$ cat src/include/asdp_pkg.sv
// types and constants of the asynchronous serial display port
// assumes one system clock; configuration comes from software-held inputs
package asdp_pkg;

  // ==========================================================
  // widths and fixed values
  localparam int ASDP_WORD_W = 16;
  localparam int ASDP_PRE_W = 16;
  localparam logic [4:0] ASDP_PRE_FULL = 5'h10;
  localparam logic [3:0] ASDP_WORD_TOP = 4'hf;
  localparam logic ASDP_RW_READ = 1'h1;
  localparam logic [1:0] ASDP_CS_RESET = 2'h3;

  // ==========================================================
  // wiring styles, states, carriers
  typedef enum logic [1:0] {
    ASDP_W3, ASDP_W4, ASDP_W5T1, ASDP_W5T2
  } asdp_wiring_t;

  typedef enum logic [2:0] {
    ST_IDLE, ST_SETUP, ST_PRE, ST_HDR, ST_DATA, ST_END
  } asdp_state_t;

  // per-display link configuration
  typedef struct packed {
    asdp_wiring_t wiring;
    logic [4:0] pre_len;
    logic [ASDP_PRE_W-1:0] pre_bits;
    logic rw_en;
    logic rw_first;
    logic [3:0] wlen_m1;
    logic cs_high;
    logic clk_inv;
    logic [7:0] half_div;
  } asdp_cfg_t;

  // one transfer request
  typedef struct packed {
    logic disp;
    logic read;
    logic rs;
    logic [7:0] words_m1;
  } asdp_req_t;

  // divider state
  typedef struct packed {
    logic [7:0] cnt;
    logic tick;
  } asdp_div_t;

endpackage

$ cat src/design/asdp_clkgen.sv
// half-period enable for the emitted serial clock
// assumes run is low whenever the port is idle
`timescale 1ns/1ps
module asdp_clkgen (
  input wire logic sys_clk,
  input wire logic srst,
  input wire logic run,
  input wire logic [7:0] half_div,
  output logic tick
);
  asdp_pkg::asdp_div_t s;
  asdp_pkg::asdp_div_t next_s;

  // ==========================================================
  // divider: one tick every half_div+1 cycles while running
  always_comb begin
    next_s = s;
    next_s.tick = 1'b0;
    if (!run) begin
      next_s.cnt = 8'h00;
    end else if (s.cnt == half_div) begin
      next_s.cnt = 8'h00;
      next_s.tick = 1'b1;
    end else begin
      next_s.cnt = s.cnt + 8'h01;
    end
  end

  always_ff @(posedge sys_clk) begin
    if (srst) begin
      s <= '0;
    end else begin
      s <= next_s;
    end
  end

  assign tick = s.tick;
endmodule // asdp_clkgen

$ cat src/design/asdp_serial_port.sv
// asynchronous serial display port: preamble, header, word or burst
// assumes configs and requests come from sys_clk logic; data in is a pin
//
// Behaviour
// - four wiring styles: 3-wire shared line, 4-wire, two 5-wire styles.
// - 5-wire type 1: select line valid around every serial clock edge.
// - 5-wire type 2: select line stable while chip select is active.
// - separate data in and out kept; output enable marks driving.
// - 4-wire uses separate input and output lines, nothing shared.
// - optional preamble, length and contents from configuration.
// - after preamble send direction and register-select bits, then data.
// - order of direction and register-select bits is configurable.
// - direction bit can be left out of the header.
// - data is one word or a burst of words.
// - each of two displays has its own configuration.
`timescale 1ns/1ps
module asdp_serial_port (
  input wire logic sys_clk,
  input wire logic srst,
  input asdp_pkg::asdp_cfg_t display_one_serial_config,
  input asdp_pkg::asdp_cfg_t display_two_serial_config,
  input wire logic req_valid,
  input asdp_pkg::asdp_req_t req,
  output logic req_ready,
  input wire logic [15:0] wr_data,
  output logic wr_next,
  output logic rd_valid,
  output logic [15:0] rd_data,
  output logic done,
  input wire logic serial_data_in,
  output logic serial_data_out,
  output logic serial_data_out_enable,
  output logic serial_display_clock,
  output logic [1:0] display_chip_select,
  output logic register_select_bit
);
  typedef struct packed {
    asdp_pkg::asdp_state_t st;
    asdp_pkg::asdp_cfg_t cfg;
    asdp_pkg::asdp_req_t req;
    logic [15:0] tx;
    logic [15:0] rx;
    logic [4:0] cnt;
    logic half;
    logic [7:0] words;
    logic cs_act;
    logic sclk;
    logic sdi_m;
    logic sdi_s;
    logic dout;
    logic oe;
    logic rs_pin;
    logic [1:0] cs_pins;
    logic sclk_pin;
    logic req_ready;
    logic wr_next;
    logic rd_valid;
    logic [15:0] rd_data;
    logic done;
  } asdp_core_t;

  asdp_core_t s;
  asdp_core_t next_s;
  logic tick;

  // ==========================================================
  // header build: {length, bits left aligned}
  function automatic logic [3:0] hdr_build(asdp_pkg::asdp_cfg_t c,
                                           asdp_pkg::asdp_req_t r);
    logic five;
    five = (c.wiring == asdp_pkg::ASDP_W5T1) ||
           (c.wiring == asdp_pkg::ASDP_W5T2);
    // five-wire styles carry the select bit on its own line
    if (c.rw_en && !five) begin
      hdr_build = c.rw_first ? {2'h2, r.read, r.rs}
                             : {2'h2, r.rs, r.read};
    end else if (c.rw_en) begin
      hdr_build = {2'h1, r.read, 1'b0};
    end else if (!five) begin
      hdr_build = {2'h1, r.rs, 1'b0};
    end else begin
      hdr_build = 4'h0;
    end
  endfunction

  function automatic logic cs_level(logic act, logic high);
    cs_level = high ? act : !act;
  endfunction

  asdp_clkgen u_clkgen (
    .sys_clk(sys_clk),
    .srst(srst),
    .run(s.st != asdp_pkg::ST_IDLE),
    .half_div(s.cfg.half_div),
    .tick(tick)
  );

  // ==========================================================
  // sequencer
  always_comb begin
    logic enter_pre;
    logic enter_hdr;
    logic enter_data;
    logic [3:0] h;
    enter_pre = 1'b0;
    enter_hdr = 1'b0;
    enter_data = 1'b0;
    h = 4'h0;
    next_s = s;
    next_s.sdi_m = serial_data_in;
    next_s.sdi_s = s.sdi_m;
    next_s.wr_next = 1'b0;
    next_s.rd_valid = 1'b0;
    next_s.done = 1'b0;
    case (s.st)
      asdp_pkg::ST_IDLE: begin
        if (req_valid && s.req_ready) begin
          next_s.st = asdp_pkg::ST_SETUP;
          next_s.cfg = req.disp ? display_two_serial_config
                                : display_one_serial_config;
          next_s.req = req;
          next_s.words = req.words_m1;
          next_s.rs_pin = req.rs;
        end
      end
      asdp_pkg::ST_SETUP: begin
        // one half period of select setup before chip select
        if (tick) begin
          next_s.cs_act = 1'b1;
          enter_pre = 1'b1;
        end
      end
      asdp_pkg::ST_PRE, asdp_pkg::ST_HDR, asdp_pkg::ST_DATA: begin
        if (tick && !s.half) begin
          next_s.sclk = 1'b1;
          next_s.half = 1'b1;
        end else if (tick) begin
          next_s.sclk = 1'b0;
          next_s.half = 1'b0;
          next_s.tx = {s.tx[14:0], 1'b0};
          next_s.rx = {s.rx[14:0], s.sdi_s};
          if (s.cnt != 5'h00) begin
            next_s.cnt = s.cnt - 5'h01;
          end else if (s.st == asdp_pkg::ST_PRE) begin
            enter_hdr = 1'b1;
          end else if (s.st == asdp_pkg::ST_HDR) begin
            enter_data = 1'b1;
          end else begin
            if (s.req.read) begin
              next_s.rd_valid = 1'b1;
              next_s.rd_data = next_s.rx;
            end
            if (s.words != 8'h00) begin
              next_s.words = s.words - 8'h01;
              enter_data = 1'b1;
            end else begin
              next_s.st = asdp_pkg::ST_END;
            end
          end
        end
      end
      asdp_pkg::ST_END: begin
        // hold select one half period after the last clock
        if (tick) begin
          next_s.cs_act = 1'b0;
          next_s.st = asdp_pkg::ST_IDLE;
          next_s.done = 1'b1;
        end
      end
      default: begin
        next_s.st = asdp_pkg::ST_IDLE;
        next_s.cs_act = 1'b0;
      end
    endcase
    if (enter_pre) begin
      if (s.cfg.pre_len != 5'h00) begin
        next_s.st = asdp_pkg::ST_PRE;
        next_s.cnt = s.cfg.pre_len - 5'h01;
        next_s.tx = s.cfg.pre_bits << (asdp_pkg::ASDP_PRE_FULL -
                                       s.cfg.pre_len);
      end else begin
        enter_hdr = 1'b1;
      end
    end
    if (enter_hdr) begin
      h = hdr_build(s.cfg, s.req);
      if (h[3:2] != 2'h0) begin
        next_s.st = asdp_pkg::ST_HDR;
        next_s.cnt = {3'h0, h[3:2] - 2'h1};
        next_s.tx = {h[1:0], 14'h0000};
      end else begin
        enter_data = 1'b1;
      end
    end
    if (enter_data) begin
      next_s.st = asdp_pkg::ST_DATA;
      next_s.cnt = {1'b0, s.cfg.wlen_m1};
      next_s.rx = 16'h0000;
      next_s.tx = s.req.read ? 16'h0000
                : wr_data << (asdp_pkg::ASDP_WORD_TOP - s.cfg.wlen_m1);
      next_s.wr_next = !s.req.read;
    end
    // pins follow the registered sequence state
    next_s.dout = next_s.tx[15];
    case (next_s.st)
      asdp_pkg::ST_PRE, asdp_pkg::ST_HDR: next_s.oe = 1'b1;
      // reads release the shared line in 3-wire style
      asdp_pkg::ST_DATA: next_s.oe = !next_s.req.read;
      default: next_s.oe = 1'b0;
    endcase
    if (next_s.st == asdp_pkg::ST_IDLE) begin
      next_s.dout = 1'b0;
    end
    next_s.cs_pins[0] = cs_level(next_s.cs_act && !next_s.req.disp,
                                 display_one_serial_config.cs_high);
    next_s.cs_pins[1] = cs_level(next_s.cs_act && next_s.req.disp,
                                 display_two_serial_config.cs_high);
    next_s.sclk_pin = next_s.sclk ^ next_s.cfg.clk_inv;
    next_s.req_ready = (next_s.st == asdp_pkg::ST_IDLE);
  end

  always_ff @(posedge sys_clk) begin
    if (srst) begin
      s <= '0;
      s.cs_pins <= asdp_pkg::ASDP_CS_RESET;
    end else begin
      s <= next_s;
    end
  end

  assign req_ready = s.req_ready;
  assign wr_next = s.wr_next;
  assign rd_valid = s.rd_valid;
  assign rd_data = s.rd_data;
  assign done = s.done;
  assign serial_data_out = s.dout;
  assign serial_data_out_enable = s.oe;
  assign serial_display_clock = s.sclk_pin;
  assign display_chip_select = s.cs_pins;
  assign register_select_bit = s.rs_pin;
endmodule // asdp_serial_port

$ cat config.mk
export PLATFORM = sky130hd
export DESIGN_NAME = asdp_serial_port
export DESIGN_NICKNAME = d
export VERILOG_FILES = /design/src/include/asdp_pkg.sv /design/src/design/asdp_clkgen.sv /design/src/design/asdp_serial_port.sv
export SDC_FILE = /design/constraint.sdc
export NUM_CORES = 1
export LEC_CHECK = 0
export BUFFER_PORTS_ARGS = -buffer_cell sky130_fd_sc_hd__buf_2
export CORE_MARGIN = 4
export CORE_UTILIZATION = 51
export DETAILED_ROUTE_END_ITERATION = 10
export PLACE_DENSITY = 0.83
export SLEW_MARGIN = 25
export SYNTH_ARGS = -nofsm -noshare
export SYNTH_HDL_FRONTEND = slang
export SYNTH_SLANG_ARGS = --single-unit
$ cat constraint.sdc
create_clock -name sys_clk -period 2.84 [get_ports sys_clk]
set_input_delay 0 -clock sys_clk [delete_from_list [all_inputs] [get_ports sys_clk]]
set_output_delay 0 -clock sys_clk [all_outputs]
set_load 0.05 [all_outputs]
==> impl_metrics.ini <==
[setup_path]
cp-start-kind = flip-flop
ff2ff_path_depth = 9
timing.critical_path.to = serial_data_out
reg2reg_from = s[119]
critical_path_arrival_ns = 2.93
worst-r2r-setup-slack_ns = 0.21
cp_data_required_time_ns = 3.14
worst_setup_path_end_kind = flip-flop
worstSetupPathType = reg2reg
timing.critical_path.fanout_max = 13
crit_path_start = s[119]
r2r-end = serial_data_out

[route]
antenna_violating_nets_post_route = 0
wire_per_inst_um = 16.7
post_drt_via_cell_ratio = 5.69
drt-initial-drc-count = 536
dr.pass1.iters = 5
wirelength_mm = 20.3
drt_drc_violations_left = 0
detailroute.via_count = 6930

[sta]
timing.final.crit_share_pct = 92.7
timing.slew.headroom_pct = 33.8
worst_case_hold_slack_ns = 0.0294
fmax_ghz = 0.380
unrepaired_setup_endpoints_after_global_routing = no
setup-tns-final_ns = 0
setup_viol = 0
report.final.slew_viol_count = 0
layout_min_cycle_time_ns = 2.63
final_hold_viol_count = 0
final.setup_skew_ns = 0.00800
timing_worst_slew_pin_value_ns = 0.993

[layout]
fillers = 1072
layout_commonest_cell = sky130_fd_sc_hd__nand2_1
diodes = 0
fin_nets = 1142
layout_common_cells = sky130_fd_sc_hd__nand2_1, sky130_fd_sc_hd__buf_2, sky130_fd_sc_hd__dfxtp_1, sky130_fd_sc_hd__mux2i_1, sky130_fd_sc_hd__nor2_1
fin_util_pct = 67.3
final_area_um2 = 9420
layout-area-overhead-vs-synth_pct = 28.0
final_layout_size_suffix_gt1_share_pct = 23.6

[floorplan]
die-area_um2 = 16400
design.core.area_um2 = 14000
initial_core_util_pct = 52.6
chipHeight_um = 128
fp-row-count = 43
dieWidth_um = 128
top_level_ports = 135

[power_and_ir_drop]
design_power_total_mw = 6.40
cellPowerDensity_nw_per_um2 = 679
static_leakage_power_nw = 3.73
ir_drop_uv = 476

[logic_synthesis]
synth-compound-area-share_pct = 17.4
edff_count_synth = 0
yosys.area.top_type = sky130_fd_sc_hd__dfxtp_1
synthTopCellsByArea = sky130_fd_sc_hd__dfxtp_1, sky130_fd_sc_hd__mux2i_1, sky130_fd_sc_hd__nand2_1, sky130_fd_sc_hd__a211oi_1, sky130_fd_sc_hd__mux4_2
syn-mean-instance-area_um2 = 8.65
netlist_area_um2 = 7360
postSynth.topFlopCell = sky130_fd_sc_hd__dfxtp_1
syn_inst = 851
share_of_flip_flops_with_an_asynchronous_set_or_reset_after_synthesis_pct = 0
yosys.area_share.adder_pct = 1.53
synth.area.mux_share_pct = 17.8
synthXorXnorAreaFrac_pct = 3.66
synth_nets = 969
yosysSeqAreaShare_pct = 34.3
synth-seq-cells = 126
yosys.area_share.simple_pct = 18.8
synthDistinctLibCells = 69
synth_top_family_by_area = simple AND/OR/NAND/NOR gates
yosysWarningCount = 0
netlist.area_leader.share_pct = 34.3

[clock_tree]
htree_levels = 4
cts_tree = yes
path_clk_slew_ns = 0.06
cts-root-to-sink-buffers = 2
cts_made_buffers = 17
cts_root_buf = sky130_fd_sc_hd__clkbuf_16
cts.sink_count = 126
worst_skew_pair.late_latency_ns = 0.42

[hold_path]
min_path_type = in2reg

[global_route]
grt_max_degree = 75
grt_antenna_before_repair = 0
overflow = 0
grt_pass1_wl_mm = 33.3
via_count_of_the_first_global_routing_pass = 6908
track_usage_pct = 25.0

[place]
place_congestion = 0.943
placement.cell_area_um2 = 7980
post-dp-hpwl_mm = 12.7
port-buffer-count = 132

[status]
outcome = finished clean

[run]
max_cap_viol_count = 0
[power breakdown]
| part | internal [mW] | switching, mW |
|---|---|---|
| clock | 1.49 | 0.798 |
| sequential | 1.93 | 0.186 |
| combinational | 0.859 | 1.12 |
| total | 4.29 | 2.11 |
[registers in the layout, indices dropped and copies added (netlist names), 2 cells and up]
| signal | flops |
|---|---|
| display_chip_select | 2 |
| s | 90 |
| rd_data | 16 |
| u_clkgen.s | 8 |
[per-layer routing]
metal	GRT usage [%]	wire length, um
met1	29.7	8290
met5	0	0
met2	42.9	10100
met4	11.0	598
met3	5.92	1350
[kinds of logic (layout without fill, tap and decap cells)]
group	Yosys count	count (layout)
xor+xnor	29	29
buf+inv	93	279
compound gates	187	187
flops	126	126
mux	112	112
simple gates	295	295
fa+ha+maj	9	9
[final cells by class]
cell class	instances	area (um2)	area share (%)
clock inverters	9	131	1.39
repair buffers	232	1620	17.2
well taps	180	225	2.39
multi-input cells	632	4360	46.3
clock buffers	23	498	5.29
inverters	15	56.3	0.598
flip-flops and latches	126	2520	26.8
[cell usage after synthesis (13+ instances only)]
cell                       number
sky130_fd_sc_hd__a21oi_1       46
sky130_fd_sc_hd__inv_1         14
sky130_fd_sc_hd__nand3_1       13
sky130_fd_sc_hd__mux2i_1       88
sky130_fd_sc_hd__nor3_1        13
sky130_fd_sc_hd__mux4_2        14
sky130_fd_sc_hd__buf_4         21
sky130_fd_sc_hd__nand2_1      133
sky130_fd_sc_hd__a21oi_2       13
sky130_fd_sc_hd__buf_2         22
sky130_fd_sc_hd__o22ai_1       15
sky130_fd_sc_hd__clkbuf_1      25
sky130_fd_sc_hd__o21ai_1       13
sky130_fd_sc_hd__dfxtp_1      126
sky130_fd_sc_hd__a211oi_1      42
sky130_fd_sc_hd__xor2_1        17
sky130_fd_sc_hd__o21ai_0       18
sky130_fd_sc_hd__nor2_1        83
[through the flow]
step,cells,worst slack (ns)
floorplan,851,0.0935
global placement,1105,0.363
detailed placement,1105,0.236
CTS,1217,0.222
global route,1217,0.0447
finish,1217,0.207
[what timing repair did]
item / CTS / global route
resized for setup: 0 / 1
setup buffers: 0 / 0
endpoints found under the setup margin: 0 / 5
hold buffers: 80 / 0
hold endpoints to repair: 48 / 0
[worst max-delay path, cell delays in order (launching register included)]
cell and delay (ns):
sky130_fd_sc_hd__dfxtp_1 0.34, sky130_fd_sc_hd__inv_1 0.10, sky130_fd_sc_hd__ha_1 0.65, sky130_fd_sc_hd__buf_4 0.27, sky130_fd_sc_hd__mux2i_1 0.21, sky130_fd_sc_hd__mux2i_1 0.11, sky130_fd_sc_hd__mux2i_1 0.33, sky130_fd_sc_hd__nor3_1 0.12
sky130_fd_sc_hd__o31ai_2 0.27, sky130_fd_sc_hd__a21oi_1 0.11
[worst min path at each step]
stage                                              from             endpoint  slack, ns  depth (start not counted)
final                     display_one_serial_config[33]               s[120]       0.03                          3
after global routing      display_one_serial_config[38]               s[125]       0.03                          3
after CTS                 display_one_serial_config[36]               s[123]      0.003                          3
after detailed placement                         req[8]  register_select_bit       0.25                          3
after global placement                   serial_data_in           next_s[26]       0.22                          2
after floorplan                          serial_data_in           next_s[26]       0.13                          1
No activity file was read; power rests on OpenSTA's default activity.
